`src/rtl/wdog_pkg.sv`:
```
// Constants shared by the watchdog design files.
// Assumes an 8-bit register space with 12-bit addresses on the CPU side.
package wdog_pkg;
   // Width of the down-counter and of the reload value.
   localparam int COUNT_W = 24;
   // Register space addresses.
   localparam logic [11:0] ADDR_UNLOCK_CTRL = 12'hFF0;
   localparam logic [11:0] ADDR_RELOAD_UPPER = 12'hFF1;
   localparam logic [11:0] ADDR_RELOAD_HIGH = 12'hFF2;
   localparam logic [11:0] ADDR_RELOAD_LOW = 12'hFF3;
   // Unlock codes written to the control address, in order.
   localparam logic [7:0] UNLOCK_CODE_FIRST = 8'h55;
   localparam logic [7:0] UNLOCK_CODE_SECOND = 8'hAA;
   // Reset value of each reload byte.
   localparam logic [7:0] RELOAD_BYTE_RESET = 8'hFF;
   // Count at or below which a refresh is no longer honoured.
   localparam logic [23:0] REFRESH_FLOOR = 24'h000002;
   // Smallest reload value that software may program.
   localparam logic [23:0] RELOAD_MIN = 24'h000004;
   // Count at which the time-out is declared, and the wrapped value.
   localparam logic [23:0] COUNT_TIMEOUT = 24'h000000;
   localparam logic [23:0] COUNT_WRAP = 24'hFFFFFF;
   // Field positions in the reset status byte.
   localparam int STAT_WDOG_BIT = 5;
   localparam int STAT_STOP_BIT = 4;
   // Nominal oscillator rate; time-out in ms is reload divided by ten.
   localparam int OSC_FREQ_HZ = 10000;
   localparam int MS_PER_SECOND = 1000;
   localparam int TICKS_PER_MS = OSC_FREQ_HZ / MS_PER_SECOND;
endpackage : wdog_pkg
```
`src/rtl/osc_tick_gen.sv`:
```
// Turns the slow watchdog oscillator pin into a one-cycle tick enable.
// Assumes the oscillator is far slower than mclk_in.
`timescale 1ns/1ps
module osc_tick_gen (
   input wire logic mclk_in,
   input wire logic reset_in,
   input wire logic osc_in,
   output logic tick_out
);
   // Two-stage synchroniser; only sync2_r reads sync1_r.
   logic sync1_r;
   logic sync2_r;
   // Previous synchronised level for rising-edge detection.
   logic prev_r;

   // The pin crosses into the mclk domain through two flip-flops.
   always_ff @(posedge mclk_in) begin
      if (reset_in) begin
         sync1_r <= 1'b0;
         sync2_r <= 1'b0;
      end else begin
         sync1_r <= osc_in;
         sync2_r <= sync1_r;
      end
   end

   // A rising edge of the synchronised clock yields one tick.
   always_ff @(posedge mclk_in) begin
      if (reset_in) begin
         prev_r <= 1'b0;
         tick_out <= 1'b0;
      end else begin
         prev_r <= sync2_r;
         tick_out <= sync2_r & ~prev_r;
      end
   end
endmodule : osc_tick_gen

```
`src/rtl/reload_unlock_fsm.sv`:
```
// Lock state machine that guards the three reload byte registers.
// Assumes one register write strobe per cycle from the CPU side.
`timescale 1ns/1ps
module reload_unlock_fsm (
   input wire logic mclk_in,
   input wire logic reset_in,
   input wire logic wr_in,
   input wire logic [11:0] addr_in,
   input wire logic [7:0] wdata_in,
   output logic accept_upper_out,
   output logic accept_high_out,
   output logic accept_low_out
);
   // Sequence progress.
   typedef enum logic [2:0] {
      LOCKED, GOT_FIRST, WAIT_UPPER, WAIT_HIGH, WAIT_LOW
   } lock_state_t;
   lock_state_t state_r;
   lock_state_t state_nxt;
   logic is_ctrl;
   logic first_code;

   assign is_ctrl = (addr_in == wdog_pkg::ADDR_UNLOCK_CTRL);
   assign first_code = is_ctrl && (wdata_in == wdog_pkg::UNLOCK_CODE_FIRST);

   // Any write off the expected step sends the machine back to locked;
   // a fresh first code still starts a new sequence.
   always_comb begin
      state_nxt = state_r;
      if (wr_in) begin
         state_nxt = first_code ? GOT_FIRST : LOCKED;
         unique case (state_r)
            LOCKED: begin
            end
            GOT_FIRST: begin
               if (is_ctrl && wdata_in == wdog_pkg::UNLOCK_CODE_SECOND) begin
                  state_nxt = WAIT_UPPER;
               end
            end
            WAIT_UPPER: begin
               if (addr_in == wdog_pkg::ADDR_RELOAD_UPPER) begin
                  state_nxt = WAIT_HIGH;
               end
            end
            WAIT_HIGH: begin
               if (addr_in == wdog_pkg::ADDR_RELOAD_HIGH) begin
                  state_nxt = WAIT_LOW;
               end
            end
            WAIT_LOW: begin
               if (addr_in == wdog_pkg::ADDR_RELOAD_LOW) begin
                  state_nxt = LOCKED;
               end
            end
            default: begin
               state_nxt = LOCKED;
            end
         endcase
      end
   end

   // State register.
   always_ff @(posedge mclk_in) begin
      if (reset_in) begin
         state_r <= LOCKED;
      end else begin
         state_r <= state_nxt;
      end
   end

   // Accept strobes are combinational so the byte lands on the write edge;
   // while locked no reload write is accepted.
   assign accept_upper_out = wr_in && state_r == WAIT_UPPER &&
      addr_in == wdog_pkg::ADDR_RELOAD_UPPER;
   assign accept_high_out = wr_in && state_r == WAIT_HIGH &&
      addr_in == wdog_pkg::ADDR_RELOAD_HIGH;
   assign accept_low_out = wr_in && state_r == WAIT_LOW &&
      addr_in == wdog_pkg::ADDR_RELOAD_LOW;
endmodule : reload_unlock_fsm

```
`src/rtl/watchdog_timer_24bit.sv`:
```
// Watchdog timer: 24-bit down-counter on a slow oscillator tick, with
// refresh, time-out response, reset status flags and guarded reload bytes.
// Assumes the CPU register bus, option bits, stop and debug levels are all
// synchronous to mclk_in; only the oscillator pin is asynchronous.
`timescale 1ns/1ps
module watchdog_timer_24bit (
   input wire logic mclk_in,
   input wire logic reset_in,
   input wire logic wdog_osc_in,
   input wire logic watchdog_refresh_instruction_in,
   input wire logic always_on_option_bit_in,
   input wire logic timeout_response_option_bit_in,
   input wire logic stop_mode_in,
   input wire logic debug_mode_in,
   input wire logic reg_wr_in,
   input wire logic reg_rd_in,
   input wire logic [11:0] reg_addr_in,
   input wire logic [7:0] reg_wdata_in,
   output logic [7:0] reg_rdata_out,
   output logic wdog_irq_out,
   output logic sys_reset_out,
   output logic stop_recovery_out,
   output logic wdog_flag_out,
   output logic stop_flag_out,
   output logic wdog_enabled_out
);
   // Oscillator tick, one mclk cycle per oscillator rising edge.
   logic tick;
   // Reload byte strobes from the lock state machine.
   logic accept_upper;
   logic accept_high;
   logic accept_low;
   // Reload bytes written by software.
   logic [7:0] reload_upper_byte_r;
   logic [7:0] reload_high_byte_r;
   logic [7:0] reload_low_byte_r;
   // Full reload value, upper byte most significant.
   logic [wdog_pkg::COUNT_W-1:0] reload_value;
   // Live down-counter.
   logic [wdog_pkg::COUNT_W-1:0] count_r;
   logic [wdog_pkg::COUNT_W-1:0] count_nxt;
   // Enable, reload, time-out and status-read conditions.
   logic first_enable;
   logic refresh_ok;
   logic reload_now;
   logic timeout;
   logic status_read;

   // Slow oscillator is synchronised and turned into a tick enable.
   osc_tick_gen u_tick (
      .mclk_in(mclk_in),
      .reset_in(reset_in),
      .osc_in(wdog_osc_in),
      .tick_out(tick)
   );

   // Lock state machine; control writes only move its state.
   reload_unlock_fsm u_lock (
      .mclk_in(mclk_in),
      .reset_in(reset_in),
      .wr_in(reg_wr_in),
      .addr_in(reg_addr_in),
      .wdata_in(reg_wdata_in),
      .accept_upper_out(accept_upper),
      .accept_high_out(accept_high),
      .accept_low_out(accept_low)
   );

   // Reload bytes take software data only when the lock opens them.
   // Control address writes touch nothing here.
   always_ff @(posedge mclk_in) begin
      if (reset_in) begin
         reload_upper_byte_r <= wdog_pkg::RELOAD_BYTE_RESET;
         reload_high_byte_r <= wdog_pkg::RELOAD_BYTE_RESET;
         reload_low_byte_r <= wdog_pkg::RELOAD_BYTE_RESET;
      end else begin
         if (accept_upper) begin
            reload_upper_byte_r <= reg_wdata_in;
         end
         if (accept_high) begin
            reload_high_byte_r <= reg_wdata_in;
         end
         if (accept_low) begin
            reload_low_byte_r <= reg_wdata_in;
         end
      end
   end

   // Reload value is the three bytes, upper first.
   assign reload_value = {reload_upper_byte_r, reload_high_byte_r,
      reload_low_byte_r};

   // Enabling happens once, by refresh or the always-on option.
   assign first_enable = !wdog_enabled_out &&
      (watchdog_refresh_instruction_in || always_on_option_bit_in);
   // A refresh while running only counts above the floor.
   assign refresh_ok = wdog_enabled_out && watchdog_refresh_instruction_in &&
      (count_r > wdog_pkg::REFRESH_FLOOR);
   // Debug mode reloads every cycle so no time-out can happen.
   assign reload_now = first_enable || refresh_ok ||
      (wdog_enabled_out && debug_mode_in);
   // Time-out when a tick moves the count onto zero.
   assign timeout = wdog_enabled_out && !reload_now && tick &&
      (count_r == wdog_pkg::COUNT_TIMEOUT + 24'h000001);
   // A read of the control address is a read of reset status.
   assign status_read = reg_rd_in &&
      (reg_addr_in == wdog_pkg::ADDR_UNLOCK_CTRL);

   // Enable is sticky: nothing but reset turns the watchdog off.
   always_ff @(posedge mclk_in) begin
      if (reset_in) begin
         wdog_enabled_out <= 1'b0;
      end else if (first_enable) begin
         wdog_enabled_out <= 1'b1;
      end
   end

   // Next count: reload has priority, else step down on a tick.
   // From zero the step wraps to all ones with no reload.
   always_comb begin
      count_nxt = count_r;
      if (reload_now) begin
         count_nxt = reload_value;
      end else if (wdog_enabled_out && tick) begin
         count_nxt = count_r - 24'h000001;
      end
   end

   // Counter register starts at the reset reload value.
   always_ff @(posedge mclk_in) begin
      if (reset_in) begin
         count_r <= wdog_pkg::COUNT_WRAP;
      end else begin
         count_r <= count_nxt;
      end
   end

   // Time-out response: interrupt or system reset, and stop recovery
   // when the device sleeps. All three are one-cycle pulses.
   always_ff @(posedge mclk_in) begin
      if (reset_in) begin
         wdog_irq_out <= 1'b0;
         sys_reset_out <= 1'b0;
         stop_recovery_out <= 1'b0;
      end else begin
         // Interrupt response, in or out of stop mode.
         wdog_irq_out <= timeout &&
            !timeout_response_option_bit_in;
         // Reset response outside stop mode only.
         sys_reset_out <= timeout && timeout_response_option_bit_in &&
            !stop_mode_in;
         // Stop mode always recovers instead of resetting.
         stop_recovery_out <= timeout && stop_mode_in;
      end
   end

   // Status flags: set by time-out, cleared by a status read; a set in
   // the same cycle as the read wins.
   always_ff @(posedge mclk_in) begin
      if (reset_in) begin
         wdog_flag_out <= 1'b0;
         stop_flag_out <= 1'b0;
      end else begin
         if (timeout) begin
            wdog_flag_out <= 1'b1;
         end else if (status_read) begin
            wdog_flag_out <= 1'b0;
         end
         if (timeout && stop_mode_in) begin
            stop_flag_out <= 1'b1;
         end else if (status_read) begin
            stop_flag_out <= 1'b0;
         end
      end
   end

   // Read data, valid the cycle after the read strobe. Reload addresses
   // return the live count; the control address returns reset status.
   always_ff @(posedge mclk_in) begin
      if (reset_in) begin
         reg_rdata_out <= 8'h00;
      end else if (reg_rd_in) begin
         unique case (reg_addr_in)
            wdog_pkg::ADDR_UNLOCK_CTRL: begin
               reg_rdata_out <= 8'h00;
               reg_rdata_out[wdog_pkg::STAT_WDOG_BIT] <= wdog_flag_out;
               reg_rdata_out[wdog_pkg::STAT_STOP_BIT] <= stop_flag_out;
            end
            wdog_pkg::ADDR_RELOAD_UPPER: begin
               reg_rdata_out <= count_r[23:16];
            end
            wdog_pkg::ADDR_RELOAD_HIGH: begin
               reg_rdata_out <= count_r[15:8];
            end
            wdog_pkg::ADDR_RELOAD_LOW: begin
               reg_rdata_out <= count_r[7:0];
            end
            default: begin
               reg_rdata_out <= 8'h00;
            end
         endcase
      end
   end
endmodule : watchdog_timer_24bit

```
`config.mk`:
```
export PLATFORM = sky130hd
export DESIGN_NAME = watchdog_timer_24bit
export DESIGN_NICKNAME = d
export VERILOG_FILES = /design/src/rtl/wdog_pkg.sv /design/src/rtl/osc_tick_gen.sv /design/src/rtl/reload_unlock_fsm.sv /design/src/rtl/watchdog_timer_24bit.sv
export SDC_FILE = /design/constraint.sdc
export NUM_CORES = 1
export LEC_CHECK = 0
export BUFFER_PORTS_ARGS = -buffer_cell sky130_fd_sc_hd__buf_4
export CORE_UTILIZATION = 60
export DETAILED_ROUTE_END_ITERATION = 8
export PLACE_DENSITY = 0.91
export SLEW_MARGIN = 20
export SYNTH_ARGS = -nofsm -noshare
export SYNTH_HDL_FRONTEND = slang
export SYNTH_SLANG_ARGS = --single-unit
```
`constraint.sdc`:
```
create_clock -name mclk_in -period 4.6 [get_ports mclk_in]
set_input_delay 0.69 -clock mclk_in [delete_from_list [all_inputs] [get_ports mclk_in]]
set_output_delay 0.69 -clock mclk_in [all_outputs]
set_load 0.05 [all_outputs]
```
==> key figures, run 1 <==
Synthesis
  • Flops & latches, synth: a little under 70
  • Synth warn: 0
  • Unique masters post-synth: 53
  • Seq/Total Area, Yosys: 39.63%
  • Post-Syn Area: 3486 sq um
  • Synth Flop Type: dfxtp_1
  • Number of synthesized flops with an enable pin: 0
  • Post-Synthesis Cells: 381
  • Mean Syn Cell Area: between 9 and 10 sq um
  • Post-Syn Nets: 414
  • Post-synth ARST share: 0%

Finish
  • Synth-to-Final Area Change: 15.00%
  • Design area: 4009 sq um
  • Commonest non-fill, non-tap cell in the layout: dfxtp_1
  • Diode count: 0
  • Fraction of final layout cells with drive strength greater than 1: between 10% and 20%
  • Commonest non-fill, non-tap cells in the layout: dfxtp_1 (69), nor2_1 (48), buf_4 (48)
  • Nets: approximately 440
  • Filler cell count: 410

STA
  • Final setup vio count: 0
  • Post-layout minimum cycle time: just over 3 ns
  • Slew of the pin with the lowest slew margin: 0.9198 ns
  • Max-slew violations: 0
  • PnR worst setup slack: between 1.5 and 2 ns
  • RSZ-0062 raised after global routing: no
  • Final Hold Viols: 0
  • Crit share post-route: 66.92%
  • Max Freq: 0.3249 GHz
  • Worst slew margin: a little under two fifths
  • Final Skew: approximately 0.0087 ns
  • Setup tns final: 0 ns

Critical path
  • Reg-to-Reg Start: count_r[2]
  • Arrival time at the worst endpoint: 3.34 ns
  • Crit path from: count_r[2]
  • Top Family by Delay on Critical Path: simple AND/OR/NAND/NOR gates
  • CP Depth: 5
  • CP required: 4.86 ns
  • Critical path launch point type: flop
  • R2R cell count: 5
  • Crit Path Class: flop to flop
  • CP cell instances: or4_4 -> or3_4 -> o31ai_2 -> buf_4 -> mux2i_1
  • Critical path peak fanout: 24
  • Critical path's largest stage delay: 0.78 ns
  • Slowest stage cell, crit path: o31ai_2
  • Critical path buffer and inverter count: 1
  • CP endpoint kind: flop

Detailed routing
  • Wire per inst: 19.05 microns
  • Initial DRC count: 394
  • DRT Wirelength: about 9300 microns
  • Vias per Instance: 6.602
  • Remaining antenna violation count after routing: 0
  • DRC viols: 0
  • TritonRoute pass-1 iters: 5
  • Via count: 3,215

Power and ir drop
  • Max IR drop VDD: approximately 0.2 mV
  • Sequential Power Share: about half
  • Gate power share: 6.9%
  • Power Dens Cells: 305.4 nW/um^2
  • Sw Share: a little under a quarter
  • Net Switching: about 280 uW
  • Clock share of power: 43.9%
  • Int Power: 939.5 uW
  • Leak pwr: roughly 0.0015 uW

GRT
  • Largest net degree at the start of global routing: 70
  • Gr usage total: 32.24%
  • Initial antenna violation count: 0
  • Vias in the first global route: just under 3,000
  • First-pass GRT wire length: 14,840 microns
  • GRT Residual Overflow: 0

CTS
  • Post-CTS Resized: 0
  • H-tree levels: 3
  • Max clock buf depth: 2
  • Clk sinks: 69
  • Num CTS Buffers: 9
  • CTS tree: built
  • Worst-path clk slew: 0.08 ns
  • Cts hold-fix bufs: 0
  • Later-pin clock latency in the skew report: 0.34 ns
  • Root Buffer: clkbuf_8
  • Post-CTS setup buffers: 0

Die
  • Site Rows: 27
  • Die H: 78.22 microns
  • Core Region: 5540 sq um
  • Die area: around 6100 sq um
  • Starting Density: 62.92%
  • DIE WIDTH: 78.22 microns
  • I/O pin total: 44

Placement
  • Placed cell area: 3795 sq um
  • GPL Wtd Cong: 0.9763
  • Setup WS pre-CTS: ~1.6 ns
  • IO Port Bufs: 43
  • HPWL after detailed placement: 6485 microns

Worst hold path
  • Hold/Removal Path Class: flop to flop
  • Hold path startpoint: u_tick.prev_r
  • Hold path depth: 1

Run status
  • Status: completed

Run
  • Maxcap violations: 0
metal layers:
metal | global-route usage, % | wire, microns | vias up
met2 | 50.96 | 4412 | 157
met3 | 5.465 | 658 | 32
met5 | 0 | 0 | -
met1 | 41.81 | 3893 | 1532
met4 | 17.78 | 315 | 0
li1 | - | - | 1494
flip-flops by register name (all words and copies together), names as in the netlist, 3 cells and up:
| signal | cells |
|---|---|
| count_r | 24 |
| u_lock.state_r | 3 |
| reg_rdata_out | 8 |
| reload_high_byte_r | 8 |
| reload_upper_byte_r | 8 |
| reload_low_byte_r | 8 |
final cells by class:
class,count,area [sq um],area share [%]
multi-input cells,276,1941,48.41
inverters,6,22.52,0.5618
clock inverters,7,90.09,2.247
flip-flops and latches,69,1381,34.46
clock buffers,9,123.9,3.090
well taps,72,90.09,2.247
repair buffers,48,360.3,8.989
worst paths after layout:
| kind | to | slack (ns) |
|---|---|---|
| setup / recovery | count_r[6] | 1.52 |
| hold / removal | u_tick.tick_out | 0.41 |
| setup reg to reg | count_r[6] | 1.52 |
| hold reg to reg | u_tick.tick_out | 0.41 |
cells in the mapped netlist, types with 7 or more instances:
cell type,count,share of area [%]
nand2b_1,9,1.6
nor4_1,10,1.8
o31ai_1,10,2.2
mux2i_1,34,9.8
o311a_1,8,2.3
nand3_1,10,1.4
nor3_1,19,2.7
nor2_1,48,5.2
a31oi_1,12,2.2
dfxtp_1,69,40
nand2_1,10,1.1
clkbuf_1,20,2.2
a21oi_1,12,1.7
nor2b_1,7,1.3
cell families (layout without fill, tap and decap cells):
group                      Yosys count  count (layout)  share of synthesized area [%]
AOI/OAI and AO/OA                   82              82                          18.09
buffers and inverters               36              70                          4.846
adders and majority gates            3               3                          1.077
DFF                                 69              69                          39.63
and+or+nand+nor                    143             143                          21.86
muxes                               42              42                          12.99
xor gates and xnor gates             6               6                          1.508
metrics by stage:
stage                     hold WS, ns  instances  total power [uW]  utilization (%)
after floorplan                0.3674        381             664.0                -
after global placement         0.3710        471             696.9            68.50
after detailed placement       0.4050        471             699.2            68.50
after CTS                      0.4138        487              1226            72.36
after global routing           0.4276        487              1258            72.36
final                          0.4137        487              1224            72.36
power groups by stage:
stage	Sequential (uW)	Combinational, uW	Clock, uW
2_1_floorplan	618	45.5	0
3_3_place_gp	617	79.9	0
3_5_place_dp	617	81.8	0
4_1_cts	603	82.3	540
5_1_grt	604	89.5	565
6_report	603	84.1	537
Note: power is estimated with default switching activity, not from simulation.
==> run 2: changes to the inputs <==
CORE_UTILIZATION = 52   (was 60)
PLACE_DENSITY = 0.85   (was 0.91)
clock period = 2.72 ns   (was 4.6 ns; I/O delays follow)
==> run 2 against run 1 <==
Compared with the run above:
- the flow now finishes with violations (design-rule violations)
- count of clock-buffer cells in the layout is 4 higher
- sequential share of layout area is 0.064 points lower
- utilization down 9.8 points
- clock power up 34%
- critical endpoint is now count_r[15]
- largest power group unchanged
- highest routed layer unchanged
==> key figures, run 2 (synthesized netlist as in run 1, its figures left out) <==
Run status
  • Status: finished, violations left
  • Violated checks: design-rule violations

Run
  • Maxcap violations: 0 (unchanged)

GRT
  • Gr usage total: 26.02% (-6.2 points)
  • First-pass GRT wire length: 14,380 microns (-3.1%)
  • Initial antenna violation count: 0 (unchanged)
  • Vias in the first global route: 3,007 (+4.4%)
  • GRT Residual Overflow: 0 (unchanged)
  • Largest net degree at the start of global routing: 46 (-34%)

Finish
  • Multi-input logic area: 1944 sq um (+0.19%)
  • Commonest non-fill, non-tap cells in the layout: dfxtp_1 (69), buf_4 (55), nor2_1 (48)
  • Fraction of final layout cells with drive strength greater than 1: 19.48% (+0.68 points)
  • Nets: 450 (+1.6%)
  • Diode count: 0 (unchanged)
  • Commonest non-fill, non-tap cell in the layout: dfxtp_1
  • Top reg by flops: count_r
  • Filler cell count: 523 (+28%)
  • Area taken by flip-flops and latches: 1381 sq um (unchanged)
  • Max reg flops: 24 (unchanged)
  • Synth-to-Final Area Change: 15.22%
  • Layout Utilization: 62.54% (-9.8 points)

Die
  • Starting Density: 54.28% (-8.6 points)
  • DIE WIDTH: 83.88 microns (+7.2%)
  • Die area: 7035 sq um (+15%)
  • Core Region: 6422 sq um (+16%)
  • Die H: 83.88 microns (+7.2%)
  • I/O pin total: 44 (unchanged)
  • Site Rows: 29 (+7.4%)

Detailed routing
  • Wire per inst: 17.71 microns (-7.1%)
  • Vias per Instance: 6.480 (-1.8%)
  • Via count: 3,227 (+0.37%)
  • TritonRoute pass-1 iters: 7 (+2)
  • Initial DRC count: 385 (-2.3%)
  • DRC viols: 2 (+2)
  • DRT Wirelength: 8818 microns (-5.0%)
  • Remaining antenna violation count after routing: 0 (unchanged)

STA
  • Crit share post-route: 89.72% (+23 points)
  • Final setup vio count: 0 (unchanged)
  • Final Hold Viols: 0 (unchanged)
  • Final Skew: 0.008234 ns (-0.0004906 ns)
  • RSZ-0062 raised after global routing: no
  • Slew of the pin with the lowest slew margin: 0.6473 ns (-0.2724 ns)
  • Setup tns final: 0 ns (unchanged)
  • Max Freq: 0.4098 GHz (+26%)
  • Worst slew margin: 56.72% (+19 points)
  • Max-slew violations: 0 (unchanged)
  • Post-layout minimum cycle time: 2.440 ns (-0.6379 ns)
  • PnR worst setup slack: 0.2797 ns (-1.242 ns)

Critical path
  • Arrival time at the worst endpoint: 2.67 ns (-0.67 ns)
  • Critical path peak fanout: 24 (unchanged)
  • CP required: 2.95 ns (-1.91 ns)
  • Critical path launch point type: flop
  • CP endpoint kind: flop
  • Crit Path Class: flop to flop

CTS
  • Root Buffer: clkbuf_8
  • Cts hold-fix bufs: 0 (unchanged)
  • H-tree levels: 3 (unchanged)
  • Post-CTS Resized: 0 (unchanged)
  • Num CTS Buffers: 9 (unchanged)
  • Max clock buf depth: 2 (unchanged)
  • Later-pin clock latency in the skew report: 0.35 ns (about the same)
  • CTS tree: built
  • Worst-path clk slew: 0.07 ns (about the same)
  • Clk sinks: 69 (unchanged)
  • Post-CTS setup buffers: 0 (unchanged)

Placement
  • HPWL after detailed placement: 6317 microns (-2.6%)
  • IO Port Bufs: 43 (unchanged)
  • GPL Wtd Cong: 0.9287 (-4.9%)
  • Setup WS pre-CTS: 0.3168 ns (-1.288 ns)

Power and ir drop
  • Power Dens Cells: 468.7 nW/um^2 (+53%)
  • Net Switching: 454.0 uW (+59%)
  • Max IR drop VDD: 0.2542 mV (+26%)
  • Clock share of power: 38.3% (-5.6 points)
  • Leak pwr: 0.001533 uW (+0.80%)
  • Gate power share: 7.4% (+0.5 points)
  • Sequential Power Share: 54.2% (+4.9 points)
  • Int Power: 1428 uW (+52%)
  • Sw Share: 24.12% (+0.85 points)

Worst hold path
  • Hold/Removal Path Class: input pin to flop
## run 2: cell count changes in the layout (fill, tap and decap cells not counted), sizes merged
| cell | before | now |
|---|---|---|
| buf | 48 | 55 |
| clkbuf | 9 | 13 |
| bufinv | 2 | 0 |
| clkinvlp | 2 | 0 |
| clkinv | 3 | 2 |
## run 2: power groups by stage
stage / combinational (uW) / clock [uW] / sequential, uW
after detailed placement: 138 / 0 / 1040
after global placement: 135 / 0 / 1040
after CTS: 139 / 734 / 1020
after floorplan: 77.0 / 0 / 1050
after global routing: 150 / 770 / 1020
final: 140 / 721 / 1020
## run 2: path summary, 6_finish.rpt
| check | depth (start not counted) | endpoint | slack [ns] | from |
|---|---|---|---|---|
| hold reg to reg | 1 | u_tick.tick_out | 0.39 | u_tick.prev_r |
| setup / recovery | 4 | count_r[15] | 0.28 | count_r[2] |
| hold / removal | 2 | wdog_irq_out | 0.22 | timeout_response_option_bit_in |
| setup reg to reg | 4 | count_r[15] | 0.28 | count_r[2] |
## run 2: layout make-up
cell class                      count  share of cell area (%)
Multi-Input combinational cell    276                   48.41
Sequential cell                    69                   34.39
Clock inverter                      2                  0.2492
Clock buffer                       13                   3.707
Tap cell                           77                   2.399
Timing Repair Buffer               55                   10.28
Inverter                            6                  0.5607
## run 2: per-stage QoR
stage | instance area [sq um] | power [uW] | hold slack [ns] | instances
after floorplan | 3486 | 1123 | 0.3674 | 381
after global placement | 3854 | 1179 | 0.3713 | 483
after detailed placement | 3854 | 1182 | 0.3788 | 483
after CTS | 4013 | 1893 | 0.2031 | 498
after global routing | 4016 | 1940 | 0.2182 | 498
final | 4016 | 1882 | 0.2155 | 498
## run 2: worst max-delay path, stage by stage, from the launching register on
cell and delay, ns:
dfxtp_1 0.38, or4_4 0.57, or3_4 0.53, o31a_1 0.41
o41a_1 0.43
## run 2: per-layer routing
metal,track usage [%],vias to the layer above,share of wire [%],routed length (microns)
met3,4.451,37,6.5,573
met2,43.00,146,48,4224
met5,0,-,0,0
met4,14.58,0,3.5,313
li1,-,1508,-,-
met1,32.11,1536,42,3706
